$ cat src/timer_pkg.sv
// Package for the 8-bit timer compare and flag block.
// Assumes a single clock domain and an 8-bit I/O register bus.
package timer_pkg;
  // Data-space offsets of the registers
  localparam logic [7:0] IO_BIAS = 8'h20;
  localparam logic [7:0] IO_TOP = 8'h3F;
  localparam logic [7:0] FLAGS_OFS = 8'h35;
  localparam logic [7:0] COUNT_OFS = 8'h46;
  localparam logic [7:0] CMPA_OFS = 8'h47;
  localparam logic [7:0] CMPB_OFS = 8'h48;
  localparam logic [7:0] MASK_OFS = 8'h6E;
  localparam logic [7:0] CLKSEL_OFS = 8'h45;
  // Flag and enable bit positions
  localparam int OVF_BIT = 0;
  localparam int CMPA_BIT = 1;
  localparam int CMPB_BIT = 2;
  // Counter limits and reset values
  localparam logic [7:0] BOTTOM_VAL = 8'h00;
  localparam logic [7:0] MAX_VAL = 8'hFF;
  localparam logic [7:0] RESET_VAL = 8'h00;
  localparam logic [2:0] FLAGS_RESET = 3'h0;
  // Prescaler: largest division is 1024, counter is 10 bits
  localparam int PRESC_W = 10;

  // Clock select codes
  typedef enum logic [2:0] {
    CS_STOP = 3'b000,
    CS_DIV1 = 3'b001,
    CS_DIV8 = 3'b010,
    CS_DIV64 = 3'b011,
    CS_DIV256 = 3'b100,
    CS_DIV1024 = 3'b101,
    CS_EXT_FALL = 3'b110,
    CS_EXT_RISE = 3'b111
  } clk_sel_t;

  // One register bus request
  typedef struct packed {
    logic wr;
    logic rd;
    logic io_space;
    logic [7:0] addr;
    logic [7:0] wdata;
  } bus_req_t;

  // Vector acknowledge from the core
  typedef struct packed {
    logic cmpb;
    logic cmpa;
    logic ovf;
  } irq_set_t;

  // Map an access to its data-space offset
  function automatic logic [7:0] data_addr(input logic io_space,
                                           input logic [7:0] addr);
    return io_space ? 8'(addr + IO_BIAS) : addr;
  endfunction
endpackage

$ cat src/timer_tick.sv
// Timer clock generator: prescaler taps and external pin edge detect.
// Assumes the external count pin is already synchronous to clk_sys.
`timescale 1ns/1ns
module timer_tick
(
  // Clock and reset
  input wire logic clk_sys,
  input wire logic sys_rst,
  // Control
  input wire logic [2:0] clk_sel,
  input wire logic ext_pin,
  // Tick out
  output logic tick
);
  logic [timer_pkg::PRESC_W-1:0] presc_reg, presc_next;
  logic pin_reg, pin_next;
  logic tick_c;

  // Free running prescaler and pin history
  always_comb
  begin
    presc_next = presc_reg + 1'b1;
    pin_next = ext_pin;
  end

  // Select source; stopped when the field is zero
  always_comb
  begin
    case (timer_pkg::clk_sel_t'(clk_sel))
      timer_pkg::CS_STOP: tick_c = 1'b0;
      timer_pkg::CS_DIV1: tick_c = 1'b1;
      timer_pkg::CS_DIV8: tick_c = presc_reg[2:0] == 3'h7;
      timer_pkg::CS_DIV64: tick_c = presc_reg[5:0] == 6'h3F;
      timer_pkg::CS_DIV256: tick_c = presc_reg[7:0] == 8'hFF;
      timer_pkg::CS_DIV1024: tick_c = presc_reg == 10'h3FF;
      timer_pkg::CS_EXT_FALL: tick_c = pin_reg & ~ext_pin;
      timer_pkg::CS_EXT_RISE: tick_c = ~pin_reg & ext_pin;
      default: tick_c = 1'b0;
    endcase
  end

  // Register state
  always_ff @(posedge clk_sys)
  begin
    if (sys_rst)
    begin
      presc_reg <= '0;
      pin_reg <= 1'b0;
    end
    else
    begin
      presc_reg <= presc_next;
      pin_reg <= pin_next;
    end
  end

  assign tick = tick_c;
endmodule // timer_tick

$ cat src/compare_unit.sv
// One compare channel: equality against the counter on each tick.
// Assumes tick and suppress are single-cycle qualifiers from the top.
`timescale 1ns/1ns
module compare_unit
#(
  parameter int WIDTH = 8
)
(
  // Operands
  input wire logic [WIDTH-1:0] count,
  input wire logic [WIDTH-1:0] compare,
  // Qualifiers
  input wire logic tick,
  input wire logic suppress,
  // Match event
  output logic match
);
  // Compared at every timer tick unless a counter write blocks it
  assign match = tick & ~suppress & (count == compare);
endmodule // compare_unit

$ cat src/timer_core.sv
// Top of the 8-bit timer compare and flag block with its registers.
// Assumes the core issues one-cycle rd/wr strobes; read data is
// registered and valid the cycle after the read strobe.
//
// Behaviour
// - Counter is readable and writable; write loads it
// - Counter write blocks compare on next tick
// - Compare A checked against counter every tick
// - Compare B checked against counter every tick
// - Compare B match sets flag bit 2
// - Compare B vector entry clears its flag
// - Writing one clears compare B flag
// - Compare B request needs global, enable, flag
// - Compare A match sets flag bit 1
// - Compare A flag cleared by vector or one
// - Compare A request needs global, enable, flag
// - Overflow sets flag bit 0
// - Overflow flag cleared by one or vector
// - Overflow request needs global, enable, flag
// - Zero is the bottom of the count
// - 0xFF is the counter maximum
// - Decode data offsets, or I/O offset plus 0x20
// - Mask register enables each interrupt separately
// - Clock select zero stops; others pick sources
`timescale 1ns/1ns
module timer_core
#(
  parameter int WIDTH = 8
)
(
  // Clock and reset
  input wire logic clk_sys,
  input wire logic sys_rst,
  // Register bus
  input wire timer_pkg::bus_req_t bus_req,
  output logic [7:0] bus_rdata,
  // Interrupt handshake with the core
  input wire logic global_irq_enable,
  input wire timer_pkg::irq_set_t vector_taken,
  output timer_pkg::irq_set_t irq_request,
  // Pins
  input wire logic external_count_pin,
  output logic compare_a_output_pin,
  output logic compare_b_output_pin
);
  logic [WIDTH-1:0] counter_value_reg, counter_value_next;
  logic [WIDTH-1:0] compare_a_value_reg, compare_a_value_next;
  logic [WIDTH-1:0] compare_b_value_reg, compare_b_value_next;
  logic [2:0] timer_event_flags_reg, timer_event_flags_next;
  logic [2:0] timer_irq_mask_register_reg, timer_irq_mask_register_next;
  logic [2:0] clock_select_field_reg, clock_select_field_next;
  logic block_reg, block_next;
  logic [7:0] rdata_reg, rdata_next;
  timer_pkg::irq_set_t irq_reg, irq_next;
  logic out_a_reg, out_a_next;
  logic out_b_reg, out_b_next;
  logic [7:0] addr;
  logic tick, match_a, match_b, overflow;
  logic wr_cnt, wr_flags;
  logic [2:0] set_ev, clr_ev;

  // Address decode in either addressing space
  assign addr = timer_pkg::data_addr(bus_req.io_space,
                                     bus_req.addr);
  assign wr_cnt = bus_req.wr & (addr == timer_pkg::COUNT_OFS);
  assign wr_flags = bus_req.wr & (addr == timer_pkg::FLAGS_OFS);

  timer_tick u_tick (
    .clk_sys(clk_sys),
    .sys_rst(sys_rst),
    .clk_sel(clock_select_field_reg),
    .ext_pin(external_count_pin),
    .tick(tick)
  );

  compare_unit #(.WIDTH(WIDTH)) u_cmp_a (
    .count(counter_value_reg),
    .compare(compare_a_value_reg),
    .tick(tick),
    .suppress(block_reg),
    .match(match_a)
  );

  compare_unit #(.WIDTH(WIDTH)) u_cmp_b (
    .count(counter_value_reg),
    .compare(compare_b_value_reg),
    .tick(tick),
    .suppress(block_reg),
    .match(match_b)
  );

  // Overflow is a tick at the maximum wrapping to bottom
  assign overflow = tick &
    (counter_value_reg == WIDTH'(timer_pkg::MAX_VAL));

  // Counter and configuration registers
  always_comb
  begin
    counter_value_next = counter_value_reg;
    compare_a_value_next = compare_a_value_reg;
    compare_b_value_next = compare_b_value_reg;
    timer_irq_mask_register_next = timer_irq_mask_register_reg;
    clock_select_field_next = clock_select_field_reg;
    block_next = block_reg;
    if (tick)
    begin
      block_next = 1'b0; // Blocking lasts for one tick only
      if (overflow)
        counter_value_next = WIDTH'(timer_pkg::BOTTOM_VAL);
      else
        counter_value_next = counter_value_reg + 1'b1;
    end
    if (wr_cnt)
    begin
      // A software write beats a tick in the same cycle
      counter_value_next = bus_req.wdata[WIDTH-1:0];
      block_next = 1'b1;
    end
    if (bus_req.wr)
    begin
      case (addr)
        timer_pkg::CMPA_OFS: compare_a_value_next = bus_req.wdata[WIDTH-1:0];
        timer_pkg::CMPB_OFS: compare_b_value_next = bus_req.wdata[WIDTH-1:0];
        timer_pkg::MASK_OFS:
          timer_irq_mask_register_next = bus_req.wdata[2:0];
        timer_pkg::CLKSEL_OFS:
          clock_select_field_next = bus_req.wdata[2:0];
        default: ;
      endcase
    end
  end

  // Flags: set wins over clear so a coincident event is never lost
  always_comb
  begin
    set_ev = '0;
    set_ev[timer_pkg::OVF_BIT] = overflow;
    set_ev[timer_pkg::CMPA_BIT] = match_a;
    set_ev[timer_pkg::CMPB_BIT] = match_b;
    clr_ev = {vector_taken.cmpb, vector_taken.cmpa,
              vector_taken.ovf};
    if (wr_flags)
      clr_ev = clr_ev | bus_req.wdata[2:0];
    timer_event_flags_next = (timer_event_flags_reg & ~clr_ev) | set_ev;
  end

  // Interrupt requests, pin toggles and read data
  always_comb
  begin
    irq_next.ovf = global_irq_enable & timer_irq_mask_register_reg[0] &
                   timer_event_flags_reg[timer_pkg::OVF_BIT];
    irq_next.cmpa = global_irq_enable & timer_irq_mask_register_reg[1] &
                    timer_event_flags_reg[timer_pkg::CMPA_BIT];
    irq_next.cmpb = global_irq_enable & timer_irq_mask_register_reg[2] &
                    timer_event_flags_reg[timer_pkg::CMPB_BIT];
    // Waveform: toggle on match, the simplest non-PWM output
    out_a_next = out_a_reg ^ match_a;
    out_b_next = out_b_reg ^ match_b;
    rdata_next = rdata_reg;
    if (bus_req.rd)
    begin
      case (addr)
        timer_pkg::COUNT_OFS: rdata_next = 8'(counter_value_reg);
        timer_pkg::CMPA_OFS: rdata_next = 8'(compare_a_value_reg);
        timer_pkg::CMPB_OFS: rdata_next = 8'(compare_b_value_reg);
        timer_pkg::FLAGS_OFS: rdata_next = {5'h00, timer_event_flags_reg};
        timer_pkg::MASK_OFS: rdata_next = {5'h00, timer_irq_mask_register_reg};
        timer_pkg::CLKSEL_OFS: rdata_next = {5'h00, clock_select_field_reg};
        default: rdata_next = 8'h00; // Unmapped reads return zero
      endcase
    end
  end

  // State registers, all cleared by reset
  always_ff @(posedge clk_sys)
  begin
    if (sys_rst)
    begin
      counter_value_reg <= WIDTH'(timer_pkg::RESET_VAL);
      compare_a_value_reg <= WIDTH'(timer_pkg::RESET_VAL);
      compare_b_value_reg <= WIDTH'(timer_pkg::RESET_VAL);
      timer_event_flags_reg <= timer_pkg::FLAGS_RESET;
      timer_irq_mask_register_reg <= 3'h0;
      clock_select_field_reg <= 3'h0;
      block_reg <= 1'b0;
      rdata_reg <= 8'h00;
      irq_reg <= '0;
      out_a_reg <= 1'b0;
      out_b_reg <= 1'b0;
    end
    else
    begin
      counter_value_reg <= counter_value_next;
      compare_a_value_reg <= compare_a_value_next;
      compare_b_value_reg <= compare_b_value_next;
      timer_event_flags_reg <= timer_event_flags_next;
      timer_irq_mask_register_reg <= timer_irq_mask_register_next;
      clock_select_field_reg <= clock_select_field_next;
      block_reg <= block_next;
      rdata_reg <= rdata_next;
      irq_reg <= irq_next;
      out_a_reg <= out_a_next;
      out_b_reg <= out_b_next;
    end
  end

  assign bus_rdata = rdata_reg;
  assign irq_request = irq_reg;
  assign compare_a_output_pin = out_a_reg;
  assign compare_b_output_pin = out_b_reg;
endmodule // timer_core

$ cat config.mk
export PLATFORM = sky130hd
export DESIGN_NAME = timer_core
export DESIGN_NICKNAME = d
export VERILOG_FILES = /design/src/timer_pkg.sv /design/src/timer_tick.sv /design/src/compare_unit.sv /design/src/timer_core.sv
export SDC_FILE = /design/constraint.sdc
export NUM_CORES = 1
export LEC_CHECK = 0
export BUFFER_PORTS_ARGS = -buffer_cell sky130_fd_sc_hd__buf_2
export CORE_MARGIN = 1
export CORE_UTILIZATION = 58
export CTS_BUF_LIST = sky130_fd_sc_hd__clkbuf_8 sky130_fd_sc_hd__clkbuf_16
export DETAILED_ROUTE_END_ITERATION = 10
export GPL_TIMING_DRIVEN = 0
export HOLD_SLACK_MARGIN = 0.08
export MAX_ROUTING_LAYER = met4
export PLACE_DENSITY = 0.81
export SLEW_MARGIN = 20
export SYNTH_ARGS = -nofsm -noshare
export SYNTH_HDL_FRONTEND = slang
export SYNTH_SLANG_ARGS = --single-unit
$ cat constraint.sdc
create_clock -name clk_sys -period 2.76 [get_ports clk_sys]
set_clock_uncertainty 0.15 [all_clocks]
set_input_delay 0.828 -clock clk_sys [delete_from_list [all_inputs] [get_ports clk_sys]]
set_output_delay 0.828 -clock clk_sys [all_outputs]
set_load 0.05 [all_outputs]
==> summary.txt, run 1 <==
Status
  – Run status: completed

Finish
  – Post-layout util: 69.3%
  – Share of cells above drive strength 1: 16.0%
  – NumNets Final: 431
  – Area of the multi-input gates: 0.00178 mm^2
  – N_diodes: 0
  – Leading cell type in the layout, fill and taps excluded: dfxtp_1
  – Sequential cell area: 0.00116 mm^2
  – Most frequent cells in the layout: dfxtp_1, nor2_1, buf_2
  – Area delta synth->final: 15.2%
  – Fill cells: 436
  – Max reg flops: 10

Die
  – # IOs: 39
  – Die area: 0.00556 mm^2
  – Starting Density: 60.1%
  – # rows: 26
  – Die Wd: 74.5 um
  – CORE AREA: 0.00507 mm^2
  – Die Ht: 74.5 um

Synthesis
  – Number of distinct library cells after synthesis: 48
  – Post-synthesis sequential area ratio: 38.0%
  – Asr flop ratio synth: 0%
  – Warnings, synthesis: 0
  – Syn Nets: 384
  – Post-synthesis register bit count: 58
  – Syn Area/Cell: 8.62 um^2
  – Post-synth EDFFs: 0
  – Cells after Synth: 354
  – Post-synthesis cell area: 0.00305 mm^2
  – Predominant post-synthesis flop cell: dfxtp_1

STA
  – Final WS setup: 67.5 ps
  – Slew Viols, Final: 0
  – Unrepaired setup endpoints after global routing: no
  – Tightest Pin Transition: 862 ps
  – Setup violators final: 0
  – Final Hold Fails: 0
  – Final min period: 2690 ps
  – Period Utilization, post-route: 97.6%
  – Worst slew margin: 42.1%
  – Achievable Freq: 371 MHz

Clocking
  – H-tree levels: 3
  – Longest Clk Path Bufs: 2
  – Hold Buf Count CTS: 0
  – Clk slew on worst S/H paths: 60 ps
  – Root Driver: clkbuf_8
  – CTS tree: yes
  – Clock Latency Late Sink: 340 ps
  – Total CTS buffers: 9
  – Clock Sinks: 58

Critical path
  – CP Capture Type: flop
  – R2R setup slack: 170 ps
  – Crit path DAT: 2790 ps
  – Worst Path Max Fanout: 8
  – CP Launch Type: input port
  – Worst path slowest cell: nor2_1
  – WS Path Type: in2reg
  – CP peak stage delay: 620 ps
  – Crit-path cells: buf_2 -> ha_1 -> xnor2_1 -> a22oi_1 -> nor2_1 -> a22oi_1 -> a311oi_1
  – CP required: 2860 ps
  – Top cell by count, worst path: a22oi_1

Power and ir drop
  – Worst VDD drop: 0.349 mV
  – Pwr dens: 501 mW/mm^2
  – Leak: 0.00130 uW

Routing
  – Met3 wire len: 716 um
  – Met2 wire length: 3.78 mm
  – DR vias/cell: 6.25
  – DRT Wirelength: 8.09 mm
  – TritonRoute pass-1 iters: 7
  – Top Layer Used: met4
  – Vias: 2,973
  – # DRC: 0
  – ANT nets after route: 0
  – M1 WL: 3.37 mm
  – Iter 0 DRT Violations: 216
  – DR WL/cell: 17.0 um

Run
  – Max-cap viol count: 0

Global routing
  – Total track usage: 31.3%
  – Largest net degree at the start of global routing: 11
  – Global-route wire length before repair: 12.4 mm
  – GRT overflow: 0
  – Initial antenna violation count: 0
  – Vias in the first global route: 2,654

Min path
  – Hold/Removal Path Class: reg2reg

Place
  – Pre-CTS setup slack: -347 ps
  – GPL Wtd Cong: 0.917
  – # port buffers: 37
  – Post-DP HPWL: 5.69 mm
-- report_power, final --
| part | leakage (uW) | switching, uW | internal [uW] |
|---|---|---|---|
| clock network | 0.000105 | 340 | 390 |
| registers | 0.000470 | 11.4 | 852 |
| logic | 0.000727 | 111 | 56.2 |
| total | 0.00130 | 463 | 1300 |
-- worst max-delay path, delay by kind of cell --
family / cells / cell delay (ps)
AND/OR/NAND/NOR: 1 / 620
buffers and inverters: 1 / 130
adder cells (fa/ha/maj): 1 / 200
AO/OA/AOI/OAI: 3 / 760
XOR/XNOR: 1 / 260
-- synthesized netlist by cell type, drive strengths merged, types with 10 or more instances --
cell type | n | area share (%)
nor2b | 11 | 2.3
nand4 | 10 | 2.1
a22oi | 13 | 3.2
nand2 | 19 | 2.3
nor3 | 12 | 2.1
clkbuf | 16 | 2.0
mux2i | 20 | 6.6
xnor2 | 21 | 6.0
nor2 | 42 | 5.2
nand3 | 18 | 3.0
a21oi | 16 | 2.6
dfxtp | 58 | 38
-- per-stage QoR --
step	power (uW)	setup TNS (ps)	cell area [um^2]	hold WS, ps	cells
after global routing	1820	0	3520	355	476
after global placement	1040	-3400	3320	296	461
after detailed placement	1040	-5320	3320	320	461
after floorplan	981	0	3050	280	354
final	1760	0	3520	330	476
after CTS	1760	0	3500	333	476
-- cell type report --
| cell class | instances | share of cell area, % |
|---|---|---|
| Clock buffer | 12 | 4.70 |
| Multi-Input combinational cell | 266 | 50.7 |
| Tap cell | 70 | 2.49 |
| Clock inverter | 4 | 0.498 |
| Timing Repair Buffer | 37 | 5.27 |
| Buffer | 21 | 2.49 |
| Inverter | 8 | 0.854 |
| Sequential cell | 58 | 33.0 |
-- routing by layer --
layer	track usage [%]	vias up
met2	50.5	162
met3	7.86	30
met4	13.6	0
met1	36.9	1384
met5	-	-
li1	-	1397
-- cells by family after synthesis --
family                   count (synthesis)  synth area share, %
XOR/XNOR                                23                 6.60
AND/OR/NAND/NOR                        142                 23.9
multiplexers                            29                 9.88
AO/OA/AOI/OAI                           68                 15.9
adder cells (fa/ha/maj)                  4                 1.64
buffers and inverters                   30                 3.98
flip-flops                              58                 38.0
-- repair_timing --
item | 4_1_cts | 5_1_grt
endpoints found under the setup margin | 1 | 2
buffers inserted | 0 | 0
gates resized for setup | 0 | 2
-- worst paths after layout --
kind	startpoint	end	depth (start not counted)
max	bus_req[13]	bus_rdata[0]	7
min	bus_rdata[6]	bus_rdata[6]	2
max reg2reg	u_tick.presc_reg[0]	compare_b_output_pin	6
min reg2reg	bus_rdata[6]	bus_rdata[6]	2
Note: power is estimated with default switching activity, not from simulation.
==> run 2, diff against run 1 <==
Settings changed: CORE_UTILIZATION 58 to 35, PLACE_DENSITY 0.81 to 0.54.
==> run 2 against run 1 <==
Compared with the run above:
- sequential power about the same
- clock power grew 14%
- global-route usage fell by 11 points
- maximum frequency grew 3.0%
- sequential cell count did not move
- non-clock buffer count is the same
- via count shrank 5.0%
- hold slack lost 14 ps
- routed wire length increased by 8.1%
- combinational power hardly changed
- largest cell class unchanged
==> summary.txt, run 2 (synthesized netlist as in run 1, its figures left out) <==
Routing
  – TritonRoute pass-1 iters: 5 (was 7)
  – DRT Wirelength: 8.74 mm (was 8.09 mm)
  – Vias: 2,825 (was 2,973)
  – # DRC: 0 (unchanged)
  – DR vias/cell: 5.54 (was 6.25)
  – Iter 0 DRT Violations: 137 (was 216)
  – ANT nets after route: 0 (unchanged)
  – M1 WL: 4.18 mm (was 3.37 mm)
  – Met3 wire len: 533 um (was 716 um)
  – Met2 wire length: 3.86 mm (was 3.78 mm)
  – DR WL/cell: 17.1 um (was 17.0 um)
  – Top Layer Used: met4 (unchanged)

Critical path
  – Worst path slowest cell: a22o_1 (was nor2_1)
  – Top delay family on crit path: compound AO/OA/AOI/OAI gates (unchanged)
  – CP Launch Type: input port (unchanged)
  – Crit path buf inv count: 2 (was 1)
  – CP peak stage delay: 370 ps (was 620 ps)
  – WS Path Type: in2reg (unchanged)
  – Worst Path Max Fanout: 8 (unchanged)
  – CP required: 2840 ps (was 2860 ps)
  – Crit-path cells: buf_2 -> ha_1 -> xnor2_1 -> a22o_1 -> and2_1 -> buf_1 -> mux2i_1 -> a311o_1 (was buf_2 -> ha_1 -> xnor2_1 -> a22oi_1 -> nor2_1 -> a22oi_1 -> a311oi_1)
  – CP Capture Type: flop (unchanged)
  – Crit path DAT: 2690 ps (was 2790 ps)

Clocking
  – Clock Sinks: 58 (unchanged)
  – Longest Clk Path Bufs: 2 (unchanged)
  – Root Driver: clkbuf_8 (unchanged)
  – CTS tree: yes (unchanged)
  – Clock Latency Late Sink: 350 ps (was 340 ps)
  – Total CTS buffers: 9 (unchanged)
  – Hold Buf Count CTS: 0 (unchanged)
  – Post-CTS sizing: 0 (unchanged)
  – H-tree levels: 3 (unchanged)
  – Post-CTS Setup Inserts: 0 (unchanged)
  – Clk slew on worst S/H paths: 60 ps (about the same)

STA
  – Unrepaired setup endpoints after global routing: no (unchanged)
  – Final min period: 2610 ps (was 2690 ps)
  – Setup violators final: 0 (unchanged)
  – Total negative slack: 0 ps (unchanged)
  – Tightest Pin Transition: 797 ps (was 862 ps)
  – Achievable Freq: 383 MHz (was 371 MHz)
  – Worst slew margin: 46.1% (was 42.1%)
  – Final Hold Fails: 0 (unchanged)
  – Period Utilization, post-route: 94.7% (was 97.6%)
  – Slew Viols, Final: 0 (unchanged)

Place
  – GPL Wtd Cong: 0.876 (was 0.917)
  – Post-DP HPWL: 6.26 mm (was 5.69 mm)
  – Post-Place Cell Area: 0.00337 mm^2 (was 0.00332 mm^2)
  – # port buffers: 37 (unchanged)

Finish
  – Sequential cell area: 0.00116 mm^2 (unchanged)
  – Area delta synth->final: 17.5% (was 15.2%)
  – Area of the multi-input gates: 0.00179 mm^2 (was 0.00178 mm^2)
  – Post-route design area: 0.00359 mm^2 (was 0.00352 mm^2)
  – Share of cells above drive strength 1: 16.5% (was 16.0%)
  – N_diodes: 0 (unchanged)
  – Leading cell type in the layout, fill and taps excluded: dfxtp_1 (unchanged)
  – Max reg flops: 10 (unchanged)
  – Fill cells: 838 (was 436)
  – Most frequent cells in the layout: dfxtp_1, nor2_1, buf_2 (unchanged)
  – Post-layout util: 43.0% (was 69.3%)
  – NumNets Final: 431 (unchanged)

Global routing
  – Largest net degree at the start of global routing: 11 (unchanged)
  – Initial antenna violation count: 0 (unchanged)
  – Global-route wire length before repair: 13.6 mm (was 12.4 mm)
  – Vias in the first global route: 2,613 (was 2,654)
  – GRT overflow: 0 (unchanged)
  – Total track usage: 20.8% (was 31.3%)

Die
  – Die Ht: 95.4 um (was 74.5 um)
  – Starting Density: 36.6% (was 60.1%)
  – # IOs: 39 (unchanged)
  – Die Wd: 95.4 um (was 74.5 um)
  – Die area: 0.00910 mm^2 (was 0.00556 mm^2)
  – CORE AREA: 0.00834 mm^2 (was 0.00507 mm^2)
  – # rows: 33 (was 26)

Run
  – Max-cap viol count: 0 (unchanged)

Power and ir drop
  – Worst VDD drop: 0.181 mV (was 0.349 mV)
  – Tot Pwr: 1870 uW (was 1760 uW)
  – Pwr dens: 521 mW/mm^2 (was 501 mW/mm^2)
  – Leak: 0.00131 uW (was 0.00130 uW)

Status
  – Run status: completed (unchanged)

Min path
  – Hold/Removal Path Class: reg2reg (unchanged)
run 2: worst paths after layout:
kind / start / to / slack [ps] / cells after the start
worst max-delay path: bus_req[13] / counter_value_reg[4] / 150 / 8
worst min-delay path: u_tick.presc_reg[0] / u_tick.presc_reg[0] / 320 / 1
worst max register to register: u_tick.presc_reg[0] / counter_value_reg[2] / 270 / 7
worst min register to register: u_tick.presc_reg[0] / u_tick.presc_reg[0] / 320 / 1
run 2: power by group:
group / internal [uW] / switching, uW
clock network: 481 / 354
logic: 56.2 / 113
registers: 851 / 11.3
run 2: area by class of cell:
class,instances,area share (%)
clock buffer,12,4.60
multi-input combinational,266,49.8
timing repair buffer,37,5.16
inverter,8,0.837
sequential,58,32.4
buffer,21,2.44
tap,105,3.66
clock inverter,3,1.08
run 2: per-stage QoR:
stage,setup slack [ps],std cells,hold WS (ps)
2_1_floorplan,173,354,280
3_3_place_gp,-304,496,295
3_5_place_dp,-330,496,311
4_1_cts,11.3,511,324
5_1_grt,8.30,510,345
6_report,147,510,315
run 2: routing by layer:
layer  vias up  global-route usage [%]
met5         -                       -
li1       1390                       -
met1      1333                    26.9
met3        13                    3.83
met4         0                    8.33
met2        89                    31.9
==> run 3, diff against run 2 <==
Settings changed: ABC_AREA from default to 1, BUFFER_PORTS_ARGS -buffer_cell sky130_fd_sc_hd__buf_2 to default, DONT_BUFFER_PORTS from default to 1, PLACE_DENSITY 0.54 to 0.5.
==> run 3 against run 2 <==
Compared with the run above:
- clock-buffer cell count decreased by 3
- routed wire length decreased by 5.7%
- hold slack got worse by 19 ps
- synthesized cell count increased by 31%
- clock power decreased by 19%
- cell area decreased by 3.9%
- utilization decreased by 3.5 points
- die area increased by 3.2%
- global-route usage decreased by 1.5 points
- critical path depth increased by 2
- critical path type unchanged
- sequential share of layout area increased by 1.3 points
==> summary.txt, run 3 <==
Synthesis
  – Most numerous cell in the Yosys netlist: nand2_1 (was dfxtp_1)
  – Number of distinct library cells after synthesis: 31 (was 48)
  – Post-synthesis cell area: 0.00315 mm^2 (was 0.00305 mm^2)
  – Synth area leaders: dfxtp_1, nand2_1, nor2_1, a21oi_1, inv_1 (was dfxtp_1, mux2i_1, xnor2_1, nor2_1, mux2_2)
  – Warnings, synthesis: 0 (unchanged)
  – Largest area contributor in the netlist: dfxtp_1 (unchanged)
  – Post-synth EDFFs: 0 (unchanged)
  – Post-synthesis sequential area ratio: 36.9% (was 38.0%)
  – Syn Area/Cell: 6.79 um^2 (was 8.62 um^2)
  – Synth top area share: 36.9% (was 38.0%)
  – Predominant post-synthesis flop cell: dfxtp_1 (unchanged)
  – Post-synthesis register bit count: 58 (unchanged)
  – Syn Nets: 494 (was 384)
  – Cells after Synth: 464 (was 354)
  – Asr flop ratio synth: 0% (unchanged)
  – Commonest cells in the netlist: nand2_1, nor2_1, dfxtp_1 (was dfxtp_1, nor2_1, xnor2_1)

Routing
  – DR vias/cell: 4.82 (was 5.54)
  – Vias: 2,830 (was 2,825)
  – ANT nets after route: 0 (unchanged)
  – DRT Wirelength: 8.25 mm (was 8.74 mm)
  – DR WL/cell: 14.0 um (was 17.1 um)
  – Iter 0 DRT Violations: 165 (was 137)
  – # DRC: 0 (unchanged)
  – TritonRoute pass-1 iters: 4 (was 5)

Finish
  – Area delta synth->final: 9.37% (was 17.5%)
  – Max reg flops: 10 (unchanged)
  – N_diodes: 0 (unchanged)
  – Share of cells above drive strength 1: 8.98% (was 16.5%)
  – NumNets Final: 505 (was 431)
  – Most frequent cells in the layout: nand2_1, nor2_1, dfxtp_1 (was dfxtp_1, nor2_1, buf_2)
  – Leading cell type in the layout, fill and taps excluded: nand2_1 (was dfxtp_1)

Die
  – Die area: 0.00938 mm^2 (was 0.00910 mm^2)
  – Die Wd: 96.9 um (was 95.4 um)
  – CORE AREA: 0.00872 mm^2 (was 0.00834 mm^2)
  – Die Ht: 96.9 um (was 95.4 um)
  – Starting Density: 36.1% (was 36.6%)
  – # IOs: 39 (unchanged)
  – # rows: 34 (was 33)

Global routing
  – Initial antenna violation count: 0 (unchanged)
  – Total track usage: 19.3% (was 20.8%)
  – Largest net degree at the start of global routing: 11 (unchanged)
  – Vias in the first global route: 2,740 (was 2,613)
  – GRT overflow: 0 (unchanged)
  – Global-route wire length before repair: 13.8 mm (was 13.6 mm)

Critical path
  – CP peak stage delay: 250 ps (was 370 ps)
  – Worst Path Max Fanout: 10 (was 8)
  – CP Capture Type: flop (unchanged)
  – CP Launch Type: input port (unchanged)
  – CP required: 2840 ps (about the same)
  – Top cell by count, worst path: nand2_1
  – R2R setup slack: 850 ps (was 270 ps)
  – Top delay family on crit path: simple AND/OR/NAND/NOR gates (was compound AO/OA/AOI/OAI gates)
  – Worst path slowest cell: buf_2 (was a22o_1)
  – Crit-path cells: ha_1 -> nand2_1 -> nand2_1 -> nand2_1 -> nand2_2 -> nor2_8 -> nand3_2 -> buf_2 -> o21ai_0 -> a21oi_1 (was buf_2 -> ha_1 -> xnor2_1 -> a22o_1 -> and2_1 -> buf_1 -> mux2i_1 -> a311o_1)
  – Crit path DAT: 2130 ps (was 2690 ps)
  – Crit path buf inv count: 1 (was 2)
  – WS Path Type: in2reg (unchanged)

Clocking
  – Longest Clk Path Bufs: 2 (unchanged)
  – H-tree levels: 3 (unchanged)
  – Total CTS buffers: 9 (unchanged)
  – Clock Latency Late Sink: 340 ps (was 350 ps)
  – Root Driver: clkbuf_8 (unchanged)
  – Hold Buf Count CTS: 0 (unchanged)
  – Clock Sinks: 58 (unchanged)
  – Post-CTS sizing: 0 (unchanged)
  – Clk slew on worst S/H paths: 70 ps (was 60 ps)
  – CTS tree: yes (unchanged)
  – Post-CTS Setup Inserts: 0 (unchanged)

STA
  – Final min period: 2050 ps (was 2610 ps)
  – Unrepaired setup endpoints after global routing: no (unchanged)
  – Slew Viols, Final: 0 (unchanged)
  – Final Hold Fails: 0 (unchanged)
  – Period Utilization, post-route: 74.4% (was 94.7%)
  – Tightest Pin Transition: 666 ps (was 797 ps)
  – Achievable Freq: 487 MHz (was 383 MHz)
  – Total negative slack: 0 ps (unchanged)
  – Worst slew margin: 55.6% (was 46.1%)
  – Setup violators final: 0 (unchanged)

Power and ir drop
  – Pwr dens: 472 mW/mm^2 (was 521 mW/mm^2)
  – Worst VDD drop: 0.212 mV (was 0.181 mV)
  – Leak: 0.00144 uW (was 0.00131 uW)
  – Tot Pwr: 1630 uW (was 1870 uW)

Status
  – Run status: completed (unchanged)

Place
  – Post-DP HPWL: 6.29 mm (was 6.26 mm)
  – GPL Wtd Cong: 0.838 (was 0.876)
  – # port buffers: 0 (was 37)

Min path
  – Hold/Removal Path Class: reg2reg (unchanged)

Run
  – Max-cap viol count: 0 (unchanged)
[run 3: path summary, 6_finish.rpt]
kind | start | end | cells past startpoint
setup / recovery | bus_req[13] | compare_b_value_reg[7] | 10
hold / removal | u_tick.presc_reg[0] | u_tick.presc_reg[0] | 1
setup reg to reg | u_tick.presc_reg[0] | compare_a_output_pin | 10
hold reg to reg | u_tick.presc_reg[0] | u_tick.presc_reg[0] | 1
[run 3: cell families (layout without fill, tap and decap cells)]
group                      Yosys count  count (layout)  share of synthesized area, %
and+or+nand+nor                    218             218                          31.7
AOI/OAI and AO/OA                   89              89                          14.4
buffers and inverters               75              90                          9.89
DFF                                 58              58                          36.9
xor gates and xnor gates            20              20                          5.56
adders and majority gates            4               4                          1.59
[run 3: layout make-up]
cell class              count  area [um^2]
flip-flops and latches     58         1160
clock inverters             6         36.3
well taps                 108          135
plain buffers              19          100
inverters                  56          211
multi-input cells         331         1680
fillers                   954         5280
clock buffers               9          124
[run 3: through the flow]
| step | cell area, um^2 | cells | hold slack (ps) | setup WS (ps) | util [%] |
|---|---|---|---|---|---|
| global placement | 3290 | 572 | 280 | 341 | 37.7 |
| detailed placement | 3290 | 572 | 290 | 340 | 37.7 |
| CTS | 3450 | 587 | 300 | 708 | 39.5 |
| global route | 3450 | 587 | 334 | 590 | 39.5 |
| floorplan | 3150 | 464 | 268 | 547 | - |
| finish | 3450 | 587 | 297 | 708 | 39.5 |
[run 3: where the power goes]
group / switching [uW] / internal, uW
sequential: 13.2 / 844
clock: 365 / 313
combinational: 62.6 / 26.7
[run 3: routing by layer]
metal  track usage, %  part of all wire (%)  vias to the layer above
li1                 -                     -                     1516
met3             3.18                   3.2                       12
met4             6.66                   1.5                        0
met1             25.7                    50                     1263
met2             29.7                    45                       39
met5                -                     0                        -
